### src/core/i2crc_pkg.sv
// Purpose: constants and types shared by the role and addressing block
// Assumes: one 125 MHz clock, word-aligned byte offsets
// Notes: control, enable, command and raw status bits live at fixed offsets
package i2crc_pkg;
  // register byte offsets
  localparam logic [7:0] A_CTRL = 8'h00;
  localparam logic [7:0] A_TGT = 8'h04;
  localparam logic [7:0] A_OWN = 8'h08;
  localparam logic [7:0] A_CMD = 8'h10;
  localparam logic [7:0] A_RAW = 8'h34;
  localparam logic [7:0] A_ENA = 8'h6c;
  // values after reset
  localparam logic [10:0] CTRL_RST = 11'h0e4;
  localparam logic [9:0] ADDR_RST = 10'h055;
  // control field positions
  localparam int B_ROLE_EN = 0;
  localparam int B_SPD = 1;
  localparam int B_RESP_WIDE = 3;
  localparam int B_INIT_WIDE = 4;
  localparam int B_RS = 5;
  localparam int B_SD = 6;
  // target field positions
  localparam int B_BCAST_SEL = 10;
  localparam int B_SPECIAL = 11;
  localparam int B_TIM = 12;
  // command field positions
  localparam int B_RD = 8;
  localparam int B_STOP = 9;
  localparam int B_RST = 10;
  // raw status field position
  localparam int B_ABRT = 6;
  // speed codes
  localparam logic [1:0] SPD_STD = 2'h1;
  localparam logic [1:0] SPD_FAST = 2'h2;
  // leading pattern of a wide address byte
  localparam logic [4:0] WIDE_HDR = 5'h1e;
  localparam logic [3:0] BYTE_BITS = 4'h8;
  typedef enum logic [1:0] {ROLE_SLAVE, ROLE_MASTER, ROLE_ERR} i2crc_role_t;
  typedef enum logic [1:0] {KIND_NORM, KIND_BCAST, KIND_SBYTE} i2crc_kind_t;
  typedef enum logic [1:0] {SL_IDLE, SL_SHIFT, SL_ACK, SL_SKIP} i2crc_sl_t;
endpackage

### src/core/i2crc_top.sv
// Purpose: role decode, master addressing and slave address match
// Assumes: a line engine outside performs the bit timing of master transfers
// Notes: link pins are sampled through two flip-flops before use
`timescale 1ns/1ns
module i2crc_top
  import i2crc_pkg::*;
#(
  parameter bit LIVE_TGT = 1'b1 // target carries its own width bit
) (
  input logic clock, // 125 MHz system clock
  input logic nrst, // synchronous reset, low active
  input logic [7:0] addr, // register byte offset
  input logic [31:0] wdata, // write data
  input logic wr, // write strobe
  input logic rd, // read strobe
  output logic [31:0] rdata, // read data, cycle after strobe
  output logic mst_go, // pulse: line engine opens an address phase
  output logic mst_restart, // address phase uses repeated start
  output logic [9:0] mst_addr, // address for the line engine
  output logic mst_wide, // 10-bit address phase
  output logic mst_read, // direction of the transfer
  output i2crc_kind_t mst_kind, // normal, general call or start byte
  output logic mst_push, // pulse: one accepted data command
  output logic [7:0] mst_data, // data byte of that command
  output logic mst_stop, // stop after that byte
  output logic [1:0] mst_speed, // speed code for master timing
  output logic slv_hit, // pulse: own address matched
  output logic slv_read, // direction asked by remote master
  input logic scl_in, // clock line level
  input logic sda_in, // data line level
  output logic sda_out, // data line drive value
  output logic sda_oe // data line drive enable
);
  // ------------------------------------------------------------
  // register storage
  // ------------------------------------------------------------
  logic [10:0] ctrl;
  logic [12:0] tgt;
  logic [9:0] own;
  logic enable;
  logic abort;
  logic open;
  logic last_rd;

  // write decode
  wire wr_ctrl = wr && addr == A_CTRL;
  wire wr_tgt = wr && addr == A_TGT;
  wire wr_own = wr && addr == A_OWN;
  wire wr_ena = wr && addr == A_ENA;
  wire wr_raw = wr && addr == A_RAW;
  wire cmd_wr = wr && addr == A_CMD;

  // speed correction on write
  wire [1:0] wr_spd = wdata[B_SPD+1:B_SPD];
  wire spd_ok = wr_spd == SPD_STD || wr_spd == SPD_FAST;
  wire [1:0] next_spd = spd_ok ? wr_spd : SPD_FAST;
  wire [10:0] next_ctrl = {wdata[10:3], next_spd, wdata[B_ROLE_EN]};

  // control fields
  wire rs_allow = ctrl[B_RS];
  wire role_en = ctrl[B_ROLE_EN];
  wire sd = ctrl[B_SD];
  wire slv_wide = ctrl[B_RESP_WIDE];
  wire mst_w = LIVE_TGT ? tgt[B_TIM] : ctrl[B_INIT_WIDE];

  // role decode
  i2crc_role_t role;
  assign role = (!sd && !role_en) ? ROLE_SLAVE : (sd && role_en) ? ROLE_MASTER : ROLE_ERR;
  wire master_ok = enable && role == ROLE_MASTER;
  wire slave_ok = enable && role == ROLE_SLAVE;

  // register writes
  always_ff @(posedge clock) begin
    if (!nrst) begin
      ctrl <= CTRL_RST;
      tgt <= {3'h0, ADDR_RST};
      own <= ADDR_RST;
      enable <= 1'b0;
    end else begin
      if (wr_ctrl) begin
        ctrl <= next_ctrl;
      end
      if (wr_tgt) begin
        tgt <= wdata[12:0];
      end
      if (wr_own && !enable) begin
        own <= wdata[9:0];
      end
      if (wr_ena) begin
        enable <= wdata[0];
      end
    end
  end

  // ------------------------------------------------------------
  // master command check
  // ------------------------------------------------------------
  wire cmd_rd = wdata[B_RD];
  wire is_bcast = tgt[B_SPECIAL] && !tgt[B_BCAST_SEL];
  wire is_sb = tgt[B_SPECIAL] && tgt[B_BCAST_SEL];
  wire dir_chg = open && cmd_rd != last_rd;
  wire need_rs = open && (dir_chg || wdata[B_RST]);
  wire rs_only = is_sb || (mst_w && cmd_rd);
  wire ab_rs = !rs_allow && rs_only;
  wire ab_bcast = is_bcast && cmd_rd;
  wire ab_self = !cmd_rd && !tgt[B_SPECIAL] && tgt[9:0] == own;
  wire cmd_abort = master_ok && cmd_wr && (ab_rs || ab_bcast || ab_self);
  wire cmd_ok = master_ok && cmd_wr && !cmd_abort;
  wire next_go = cmd_ok && (!open || need_rs);
  wire [9:0] next_addr = is_bcast ? 10'h000 : tgt[9:0];
  i2crc_kind_t next_kind;
  assign next_kind = is_bcast ? KIND_BCAST : is_sb ? KIND_SBYTE : KIND_NORM;

  // master address phase requests
  always_ff @(posedge clock) begin
    if (!nrst) begin
      mst_go <= 1'b0;
      mst_restart <= 1'b0;
      mst_addr <= ADDR_RST;
      mst_wide <= 1'b0;
      mst_read <= 1'b0;
      mst_kind <= KIND_NORM;
    end else begin
      mst_go <= next_go;
      if (next_go) begin
        mst_restart <= open && rs_allow;
        mst_addr <= next_addr;
        mst_wide <= mst_w && !is_bcast;
        mst_read <= cmd_rd;
        mst_kind <= next_kind;
      end
    end
  end

  // data commands and transfer tracking
  always_ff @(posedge clock) begin
    if (!nrst) begin
      mst_push <= 1'b0;
      mst_data <= 8'h00;
      mst_stop <= 1'b0;
      open <= 1'b0;
      last_rd <= 1'b0;
    end else begin
      mst_push <= cmd_ok;
      if (cmd_ok) begin
        mst_data <= wdata[7:0];
        mst_stop <= wdata[B_STOP];
        open <= !wdata[B_STOP];
        last_rd <= cmd_rd;
      end else if (cmd_abort || !master_ok) begin
        open <= 1'b0;
      end
    end
  end

  // abort flag: set wins over write-one clear
  always_ff @(posedge clock) begin
    if (!nrst) begin
      abort <= 1'b0;
    end else if (cmd_abort) begin
      abort <= 1'b1;
    end else if (wr_raw && wdata[B_ABRT]) begin
      abort <= 1'b0;
    end
  end

  assign mst_speed = ctrl[B_SPD+1:B_SPD];

  // ------------------------------------------------------------
  // register read
  // ------------------------------------------------------------
  wire [10:0] ctrl_view = {ctrl[10:5], mst_w, ctrl[3:0]};
  logic [31:0] next_rdata;
  always_comb begin
    next_rdata = 32'h0;
    case (addr)
      A_CTRL: next_rdata = {21'h0, ctrl_view};
      A_TGT: next_rdata = {19'h0, tgt};
      A_OWN: next_rdata = {22'h0, own};
      A_RAW: next_rdata = {25'h0, abort, 6'h0};
      A_ENA: next_rdata = {31'h0, enable};
      default: next_rdata = 32'h0;
    endcase
  end

  always_ff @(posedge clock) begin
    if (!nrst) begin
      rdata <= 32'h0;
    end else begin
      rdata <= rd ? next_rdata : 32'h0;
    end
  end

  // ------------------------------------------------------------
  // link sampling and slave address match
  // ------------------------------------------------------------
  logic [1:0] scl_sy;
  logic [1:0] sda_sy;
  logic scl_q;
  logic sda_q;
  always_ff @(posedge clock) begin
    if (!nrst) begin
      scl_sy <= 2'h3;
      sda_sy <= 2'h3;
      scl_q <= 1'b1;
      sda_q <= 1'b1;
    end else begin
      scl_sy <= {scl_sy[0], scl_in};
      sda_sy <= {sda_sy[0], sda_in};
      scl_q <= scl_sy[1];
      sda_q <= sda_sy[1];
    end
  end

  wire scl_s = scl_sy[1];
  wire sda_s = sda_sy[1];
  wire bus_start = scl_s && scl_q && sda_q && !sda_s;
  wire bus_stop = scl_s && scl_q && !sda_q && sda_s;
  wire scl_rise = scl_s && !scl_q;
  wire scl_fall = !scl_s && scl_q;
  i2crc_sl_t sl_st;
  logic [7:0] shreg;
  logic [3:0] bitcnt;
  logic second;
  logic ack_more;
  // address byte match
  wire hi_ok = shreg[7:3] == WIDE_HDR && shreg[2:1] == own[9:8] && !shreg[0];
  wire first_hit = slv_wide ? hi_ok : shreg[7:1] == own[6:0];
  wire second_hit = shreg == own[7:0];
  wire byte_hit = slave_ok && (second ? second_hit : first_hit);
  wire byte_end = sl_st == SL_SHIFT && scl_fall && bitcnt == BYTE_BITS;
  always_ff @(posedge clock) begin
    if (!nrst) begin
      sl_st <= SL_IDLE;
      shreg <= 8'h00;
      bitcnt <= 4'h0;
      second <= 1'b0;
      ack_more <= 1'b0;
      sda_oe <= 1'b0;
      slv_hit <= 1'b0;
      slv_read <= 1'b0;
    end else begin
      slv_hit <= 1'b0;
      if (bus_start) begin
        sl_st <= SL_SHIFT;
        bitcnt <= 4'h0;
        second <= 1'b0;
        sda_oe <= 1'b0;
      end else if (bus_stop) begin
        sl_st <= SL_IDLE;
        sda_oe <= 1'b0;
      end else begin
        case (sl_st)
          SL_SHIFT: begin
            if (scl_rise) begin
              shreg <= {shreg[6:0], sda_s};
              bitcnt <= bitcnt + 4'h1;
            end else if (byte_end) begin
              sl_st <= byte_hit ? SL_ACK : SL_SKIP;
              sda_oe <= byte_hit;
              ack_more <= slv_wide && !second;
              slv_hit <= byte_hit && !(slv_wide && !second);
              if (!second) begin
                slv_read <= shreg[0];
              end
            end
          end
          SL_ACK: begin
            if (scl_fall) begin
              sda_oe <= 1'b0;
              sl_st <= ack_more ? SL_SHIFT : SL_SKIP;
              second <= ack_more;
              bitcnt <= 4'h0;
            end
          end
          SL_IDLE, SL_SKIP: sda_oe <= 1'b0;
          default: sl_st <= SL_IDLE;
        endcase
      end
    end
  end

  assign sda_out = 1'b0; // open drain: only pulls low
endmodule

### config.mk
export PLATFORM = sky130hd
export DESIGN_NAME = i2crc_top
export DESIGN_NICKNAME = d
export VERILOG_FILES = /design/src/core/i2crc_pkg.sv /design/src/core/i2crc_top.sv
export SDC_FILE = /design/constraint.sdc
export NUM_CORES = 1
export LEC_CHECK = 0
export BUFFER_PORTS_ARGS = -buffer_cell sky130_fd_sc_hd__buf_4
export CORE_ASPECT_RATIO = 1.5
export CORE_MARGIN = 2
export CORE_UTILIZATION = 45
export CTS_CLUSTER_DIAMETER = 50
export DETAILED_ROUTE_END_ITERATION = 8
export PLACE_DENSITY = 0.71
export SKIP_LAST_GASP = 1
export SLEW_MARGIN = 20
export SYNTH_ARGS = -nofsm -noshare
export SYNTH_HDL_FRONTEND = slang
export SYNTH_SLANG_ARGS = --single-unit
### constraint.sdc
create_clock -name clock -period 1.7 [get_ports clock]
set_input_delay 0.34 -clock clock [delete_from_list [all_inputs] [get_ports clock]]
set_output_delay 0.34 -clock clock [all_outputs]
set_load 0.02 [all_outputs]
==> impl_metrics.ini, run 1 <==
[cts]
clockBufferDepth = 2
cts_root_buffer = clkbuf_16
cts_buffers = 9
clk_latency_ns = 0.35
htree_levels = 3
clock-sinks = 101
cts.reportedPaths.clkPinSlew_ns = 0.07
cts_tree = done

[detailed_routing]
dr.pass1.iters = 4
first_iter_violations = 137
drt-wirelength-per-cell_um = 15.3
wl_mm = 12.2
ant_nets = 0
drc_errors = 0
via_per_inst = 5.08
num_vias = 4051

[die]
die_area_mm2 = 0.0118
die_w_um = 89.4
rows = 46
die-height_um = 132
io_pins = 110
core_mm2 = 0.0106
start_util_pct = 46.5

[global_route]
antenna_found_initial = 0
met3_usage_pct = 4.26
grt-ovfl-total = 0
grt_max_degree = 52
use_met2_pct = 38.1
grt_pass1_vias = 4066
gr-usage-all-layers_pct = 21.2
grt_use_met1_pct = 23.1
grt_pass1_wl_mm = 19.6
grt-busiest-layer = met2

[worst_setup_path]
cp_slowest_cell = dfxtp_2
r2r_start = tgt[10]$_SDFFE_PN0P_
crit_family = compound AO/OA/AOI/OAI gates
worst_setup_path_start_kind = register
worstReg2RegEnd = mst_addr[0]$_SDFFE_PN1P_
worst_setup_path_end_kind = register
required_ns = 1.97
reg2reg_depth = 6
cp_max_fo = 7
crit_buf_inv = 1
regToRegSetupSlack_ns = 0.009
worstPathArrival_ns = 1.97
critPathMaxStageDelay_ns = 0.36
crit_chain = a22oi_2, a2bb2oi_4, nand2b_4, nor3b_4, clkbuf_16, mux2i_1
critPathKind = register to register

[logic_synthesis]
synth.area.top_cells = dfxtp_1 (41%), mux2i_1 (11%), nand2_1 (7.1%), buf_4 (3.7%), xnor2_1 (3.4%)
synthArstFlopShare_pct = 0
synth.avg_cell_area_um2 = 8.95
ys_types = 56
synth_top_flop_cell = dfxtp_1
ys_ff_latch = 101
yosysTopAreaCellShare_pct = 41.1
syn_area_mm2 = 0.00492
yosys_warnings = 0
synth-edff-count = 0
syn-instance-count = 550
seq_area_frac_synth_pct = 41.1
yosysTopAreaCell = dfxtp_1

[power_and_ir_drop]
p_per_area_mw_per_mm2 = 759
leakage_nw = 2.55
finalPower_w = 0.00472
vdd_drop_max_mv = 0.799

[run]
maxCapViolations = 0

[status]
status = finished clean

[sta]
hold_viol = 0
rsz0062_at_grt = true
setup_violations = 0
fin_skew_ns = 0.00703
min_period_ns = 1.69
drv_slew = 0
finalCritPeriodShare_pct = 99.4
maxClockFrequency_ghz = 0.591
fin_hold_ws_ns = 0.179

[placed_design]
dpl.hpwl_mm = 9.33
io_buffer_count = 70
globalplace.congestion = 0.841

[min_path]
hold_path.class = input port to register
min_path_cells = 2
min_to = sda_sy[0]$_SDFF_PN1_
min_from = sda_in

[layout]
final_cell_mix = buf_4 (121), nand2_1 (93), dfxtp_1 (93), mux2i_1 (53), nor2_1 (31)
mostFrequentLayoutCell = buf_4
area_delta_synth_final_pct = 26.2
diodes = 0
layout-drive-gt1-share_pct = 27.4
nets = 699
==> cell families (layout without fill, tap and decap cells) <==
group	after synthesis	count (layout)	share of synthesized area [%]
xor+xnor	31	31	5.52
mux	55	55	11.2
simple gates	230	230	24.6
other cells	1	20	0.0762
flops	101	101	41.1
compound gates	59	59	8.29
fa+ha+maj	5	5	1.27
buf+inv	68	152	7.96
==> power by group <==
group,total (W),internal [W],switching (W),leakage (nW)
clock network,0.00197,0.00108,0.000893,0.135
logic,0.000360,0.000143,0.000217,1.60
registers,0.00238,0.00237,0.0000106,0.817
total,0.00472,0.00360,0.00112,2.55
==> worst reg2reg max path: stages (launching register included) <==
cell and delay (ns):
dfxtp_2 0.36, a22oi_2 0.20, a2bb2oi_4 0.23, nand2b_4 0.09, nor3b_4 0.31, clkbuf_16 0.23
mux2i_1 0.19
==> through the flow <==
| step | instance area [um^2] | instances | worst slack, ns | setup TNS [ns] | util (%) |
|---|---|---|---|---|---|
| final | 6210 | 797 | 0.00936 | 0 | 58.6 |
| after global routing | 6210 | 797 | -0.0392 | -0.391 | 58.6 |
| after CTS | 6100 | 795 | 0.0137 | 0 | 57.6 |
| after detailed placement | 5810 | 779 | -0.252 | -9.95 | 54.8 |
| after global placement | 5810 | 779 | -0.185 | -7.59 | 54.8 |
| after floorplan | 5000 | 569 | 0.00846 | 0 | - |
==> routing by layer <==
layer  vias to the layer above  wire (um)
li1                       2005          -
met3                        23        510
met5                         -          0
met1                      1921       4580
met2                       102       6790
met4                         0        316
==> worst max-delay path by stage <==
stage	from	slack [ns]	end	cells after the start
2_1_floorplan	addr[3]	0.008	mst_addr[4]$_SDFFE_PN1P_	8
3_3_place_gp	addr[7]	-0.19	rdata[8]$_SDFF_PN0_	6
3_5_place_dp	addr[7]	-0.25	own[8]$_SDFFE_PN0P_	8
4_1_cts	own[3]$_SDFFE_PN0P_	0.01	mst_go$_SDFF_PN0_	6
5_1_grt	tgt[10]$_SDFFE_PN0P_	-0.04	mst_kind[0]$_SDFFE_PN0P_	6
6_report	tgt[10]$_SDFFE_PN0P_	0.009	mst_addr[0]$_SDFFE_PN1P_	6
==> timing repair <==
| action | in CTS | in global routing |
|---|---|---|
| pin swaps | 1 | 6 |
| cloned | 0 | 1 |
| setup endpoints to repair | 1 | 20 |
| gates resized for setup | 1 | 23 |
| buffers inserted | 0 | 1 |
| hold buffers | 0 | 0 |
==> cell usage after synthesis, types with 2 or more instances <==
| cell type | count |
|---|---|
| clkbuf_1 | 25 |
| dfxtp_1 | 101 |
| buf_4 | 24 |
| nand2_1 | 93 |
| o21ai_0 | 5 |
| a21oi_1 | 22 |
| nand2b_1 | 9 |
| a22oi_1 | 3 |
| buf_2 | 5 |
| xor2_1 | 12 |
| nand3_1 | 25 |
| o211ai_1 | 3 |
| xnor2_1 | 19 |
| and3_1 | 5 |
| nor4_1 | 3 |
| and2_1 | 3 |
| nand4b_1 | 4 |
| nand4_1 | 7 |
| nand3b_1 | 6 |
| or2_1 | 2 |
| a21boi_0 | 12 |
| or3_4 | 2 |
| nor3_1 | 4 |
| o22ai_1 | 2 |
| nor2b_1 | 22 |
| nor2_1 | 31 |
| nor4_2 | 2 |
| a31oi_1 | 2 |
| o41ai_1 | 2 |
| nor3_4 | 2 |
| ha_1 | 5 |
| inv_1 | 9 |
| mux2i_1 | 54 |
| buf_6 | 3 |
==> sequential cells by signal (all words and copies together) (netlist names), 4 cells and up <==
signal	cells
bitcnt	4
ctrl	10
mst_addr	10
mst_data	8
own	10
rdata	13
shreg	8
tgt	13
==> cell type report <==
class	instances	area (um^2)
clock buffer	12	256
tap	144	180
multi-input combinational	400	2650
clock inverter	4	32.5
sequential	101	2030
fill	935	4380
timing repair buffer	127	1020
inverter	9	33.8
(Power assumes the default switching activity.)
==> inputs of run 2 (changes only) <==
--- a/config.mk
+++ b/config.mk
@@ -5,13 +5,15 @@
 export SDC_FILE = /design/constraint.sdc
 export NUM_CORES = 1
 export LEC_CHECK = 0
-export BUFFER_PORTS_ARGS = -buffer_cell sky130_fd_sc_hd__buf_4
+export CELL_PAD_IN_SITES_DETAIL_PLACEMENT = 1
+export CELL_PAD_IN_SITES_GLOBAL_PLACEMENT = 2
 export CORE_ASPECT_RATIO = 1.5
 export CORE_MARGIN = 2
-export CORE_UTILIZATION = 45
+export CORE_UTILIZATION = 34
 export CTS_CLUSTER_DIAMETER = 50
 export DETAILED_ROUTE_END_ITERATION = 8
-export PLACE_DENSITY = 0.71
+export DONT_BUFFER_PORTS = 1
+export PLACE_DENSITY = 0.75
 export SKIP_LAST_GASP = 1
 export SLEW_MARGIN = 20
 export SYNTH_ARGS = -nofsm -noshare
==> impl_metrics.ini, run 2 (synthesis results as in run 1) <==
[detailed_routing]
drt-wirelength-per-cell_um = 18.0
dr.pass1.iters = 4
num_vias = 3728
drc_errors = 0
wl_mm = 13.7
ant_nets = 0
via_per_inst = 4.91
first_iter_violations = 95

[worst_setup_path]
setup.worst_path.end = mst_kind[0]$_SDFFE_PN0P_
critPathKind = register to register
cp_max_fo = 7
regToRegSetupSlack_ns = 0.05
worst_setup_path_start_kind = register
critPathLaunch = tgt[12]$_SDFFE_PN0P_
worst_setup_path_end_kind = register
r2r_start = tgt[12]$_SDFFE_PN0P_
worstReg2RegEnd = mst_kind[0]$_SDFFE_PN0P_
required_ns = 1.97
reg2reg_depth = 6
worstPathArrival_ns = 1.92

[placed_design]
pre_cts_ws_ns = -0.152
globalplace.congestion = 0.761
placed_area_mm2 = 0.00524
dpl.hpwl_mm = 10.2
io_buffer_count = 0

[layout]
layout-drive-gt1-share_pct = 15.3
final_cell_mix = nand2_1 (93), dfxtp_1 (93), mux2i_1 (54), buf_4 (37), nor2_1 (31)
final_core_util_pct = 39.8
reg.largest.list = rdata (13), tgt (13)
diodes = 0
nets = 615
final_area_mm2 = 0.00559
area_delta_synth_final_pct = 13.7

[run]
maxCapViolations = 0

[cts]
cts_root_buffer = clkbuf_16
cts.reportedPaths.clkPinSlew_ns = 0.07
cts_buffers = 9
hold_buffers = 0
clock-sinks = 101
cts_tree = done
clk_latency_ns = 0.34
htree_levels = 3
clockBufferDepth = 2

[sta]
finalCritPeriodShare_pct = 97.0
hold_viol = 0
min_period_ns = 1.65
fin_hold_ws_ns = 0.0762
maxClockFrequency_ghz = 0.606
tns_ns = 0
rsz0062_at_grt = true
drv_slew = 0
fin_skew_ns = 0.0109
setup_violations = 0
worst_slack_ns = 0.0505

[status]
status = finished clean

[power_and_ir_drop]
leakage_nw = 2.12
p_per_area_mw_per_mm2 = 812
vdd_drop_max_mv = 0.349

[die]
die_w_um = 102
start_util_pct = 35.0
core_mm2 = 0.0141
io_pins = 110
die-height_um = 151
die_area_mm2 = 0.0155
rows = 53

[global_route]
grt_pass1_vias = 3967
grt-ovfl-total = 0
gr-usage-all-layers_pct = 18.4
grt_pass1_wl_mm = 21.7
antenna_found_initial = 0
grt_max_degree = 100

[min_path]
hold_path.class = input port to register
run 2: area by class of cell:
| cell class | instances | area, um^2 |
|---|---|---|
| clock buffers | 12 | 256 |
| clock inverters | 3 | 21.3 |
| fillers | 1694 | 8460 |
| inverters | 9 | 33.8 |
| multi-input cells | 400 | 2610 |
| flip-flops and latches | 101 | 2030 |
| well taps | 192 | 240 |
| repair buffers | 43 | 394 |
run 2: per-stage QoR:
stage                     instances  power, W
after global routing            760   0.00472
final                           760   0.00454
after floorplan                 569   0.00268
after CTS                       758   0.00461
after detailed placement        743   0.00264
after global placement          743   0.00264
run 2: worst max-delay path: stages, from the launching register on:
cell       delay, ns
dfxtp_2         0.34
a22oi_2         0.23
a2bb2oi_4       0.19
nand2b_4        0.08
nor3b_4         0.32
clkbuf_16       0.23
mux2i_1         0.18
run 2: worst min-delay path by stage:
stage,start,to,depth (start not counted)
after floorplan,scl_sy[0]$_SDFF_PN1_,scl_sy[1]$_SDFF_PN1_,1
after global placement,scl_sy[0]$_SDFF_PN1_,scl_sy[1]$_SDFF_PN1_,1
after detailed placement,sda_sy[0]$_SDFF_PN1_,sda_sy[1]$_SDFF_PN1_,1
after CTS,addr[3],rdata[10]$_SDFF_PN0_,1
after global routing,addr[3],rdata[10]$_SDFF_PN0_,1
final,addr[3],rdata[10]$_SDFF_PN0_,1
run 2: routing by layer:
metal / vias to the layer above / wire length [um] / GRT usage, % / share of wire [%]
met1: 1808 / 5400 / 20.6 / 39
met5: - / 0 / 0 / 0
met4: 0 / 295 / 5.93 / 2.2
li1: 1846 / - / - / -
met3: 15 / 436 / 3.32 / 3.2
met2: 59 / 7560 / 34.6 / 55
run 2: power breakdown:
part           switching [W]  total [W]  internal, W
combinational       0.000125   0.000204    0.0000792
sequential        0.00000981    0.00238      0.00237
clock               0.000890    0.00196      0.00107
run 2: timing repair:
| item | in CTS | in global routing |
|---|---|---|
| buffers inserted | 0 | 1 |
| gates resized for setup | 0 | 17 |
| setup endpoints to repair | 0 | 17 |
| endpoints found under the hold margin | 0 | 0 |
==> inputs of run 3 (changes only) <==
--- a/config.mk
+++ b/config.mk
@@ -13,6 +13,7 @@
 export CTS_CLUSTER_DIAMETER = 50
 export DETAILED_ROUTE_END_ITERATION = 8
 export DONT_BUFFER_PORTS = 1
+export MAX_ROUTING_LAYER = met4
 export PLACE_DENSITY = 0.75
 export SKIP_LAST_GASP = 1
 export SLEW_MARGIN = 20
==> impl_metrics.ini, run 3 (synthesis results as in run 1) <==
[worst_setup_path]
worst_setup_path_end_kind = register
required_ns = 1.97
critPathKind = register to register
worst_setup_path_start_kind = register
cp_max_fo = 7
critPathLaunch = enable$_SDFFE_PN0P_
worstPathArrival_ns = 1.93
r2r_start = enable$_SDFFE_PN0P_

[sta]
setup_violations = 0
rsz0062_at_grt = true
fin_skew_ns = 0.00958
min_period_ns = 1.65
hold_viol = 0
fin_hold_ws_ns = 0.0736
maxClockFrequency_ghz = 0.605
drv_slew = 0
worst_slack_ns = 0.0477
finalCritPeriodShare_pct = 97.2

[die]
start_util_pct = 35.0
die-height_um = 151
die_area_mm2 = 0.0155
die_w_um = 102
io_pins = 110
rows = 53
core_mm2 = 0.0141

[global_route]
grt_pass1_vias = 3966
grt-ovfl-total = 0
antenna_found_initial = 0
gr-usage-all-layers_pct = 19.0
grt_pass1_wl_mm = 21.7
grt_max_degree = 100

[cts]
cts.reportedPaths.clkPinSlew_ns = 0.06
clockBufferDepth = 2
clk_latency_ns = 0.35
hold_buffers = 0
cts_tree = done
clock-sinks = 101
cts_buffers = 9
cts_root_buffer = clkbuf_16
htree_levels = 3

[layout]
nets = 615
area_delta_synth_final_pct = 13.7
final_cell_mix = nand2_1 (93), dfxtp_1 (93), mux2i_1 (54), buf_4 (37), nor2_1 (31)
reg.largest.list = rdata (13), tgt (13)
layout-drive-gt1-share_pct = 15.3
diodes = 0
final_core_util_pct = 39.8

[detailed_routing]
first_iter_violations = 103
via_per_inst = 4.89
ant_nets = 0
drt-wirelength-per-cell_um = 18.0
num_vias = 3715
drc_errors = 0
dr.pass1.iters = 4
wl_mm = 13.7

[power_and_ir_drop]
p_per_area_mw_per_mm2 = 815
vdd_drop_max_mv = 0.353
leakage_nw = 2.12

[placed_design]
pre_cts_ws_ns = -0.152
globalplace.congestion = 0.771
dpl.hpwl_mm = 10.2
io_buffer_count = 0

[run]
maxCapViolations = 0

[min_path]
min_from = addr[3]
hold_path.class = input port to register

[status]
status = finished clean
[run 3: worst paths after layout]
| path | to | cells after the start | slack, ns |
|---|---|---|---|
| max | mst_kind[0]$_SDFFE_PN0P_ | 6 | 0.05 |
| min | rdata[10]$_SDFF_PN0_ | 1 | 0.07 |
| max reg2reg | mst_kind[0]$_SDFFE_PN0P_ | 6 | 0.05 |
| min reg2reg | sda_sy[1]$_SDFF_PN1_ | 1 | 0.41 |
[run 3: layer usage]
layer | GRT usage, % | share of wire (%)
met1 | 20.6 | 39
met2 | 34.7 | 56
met3 | 3.18 | 3.2
met4 | 5.93 | 1.9
met5 | - | 0
[run 3: layout make-up]
| cell class | count | area (um^2) |
|---|---|---|
| well taps | 192 | 240 |
| multi-input cells | 400 | 2610 |
| repair buffers | 43 | 394 |
| fillers | 1694 | 8460 |
| clock inverters | 3 | 21.3 |
| inverters | 9 | 33.8 |
| clock buffers | 12 | 256 |
| flip-flops and latches | 101 | 2030 |
[run 3: per-stage QoR]
stage / setup TNS [ns] / total power, W / area (um^2) / cells
2_1_floorplan: 0 / 0.00268 / 5000 / 569
3_3_place_gp: -1.91 / 0.00264 / 5240 / 743
3_5_place_dp: -3.51 / 0.00264 / 5240 / 743
4_1_cts: 0 / 0.00461 / 5520 / 758
5_1_grt: -0.628 / 0.00472 / 5590 / 760
6_report: 0 / 0.00456 / 5590 / 760
[run 3: what timing repair did]
| item | in CTS | in global routing |
|---|---|---|
| buffers inserted | 0 | 1 |
| endpoints found under the setup margin | 0 | 17 |
| resized for setup | 0 | 17 |
[run 3: critical path, stage by stage, from the launching register on]
cell and delay (ns):
dfxtp_1 0.34, and3_4 0.20, nand4_2 0.12, nand2b_4 0.19, nor3b_4 0.32, clkbuf_16 0.23
mux2i_1 0.18
[run 3: report_power, final]
group,internal (W),total (W),switching [W]
Clock,0.00107,0.00197,0.000903
Sequential,0.00237,0.00238,0.00000982
Combinational,0.0000791,0.000204,0.000125
Total,0.00352,0.00456,0.00104
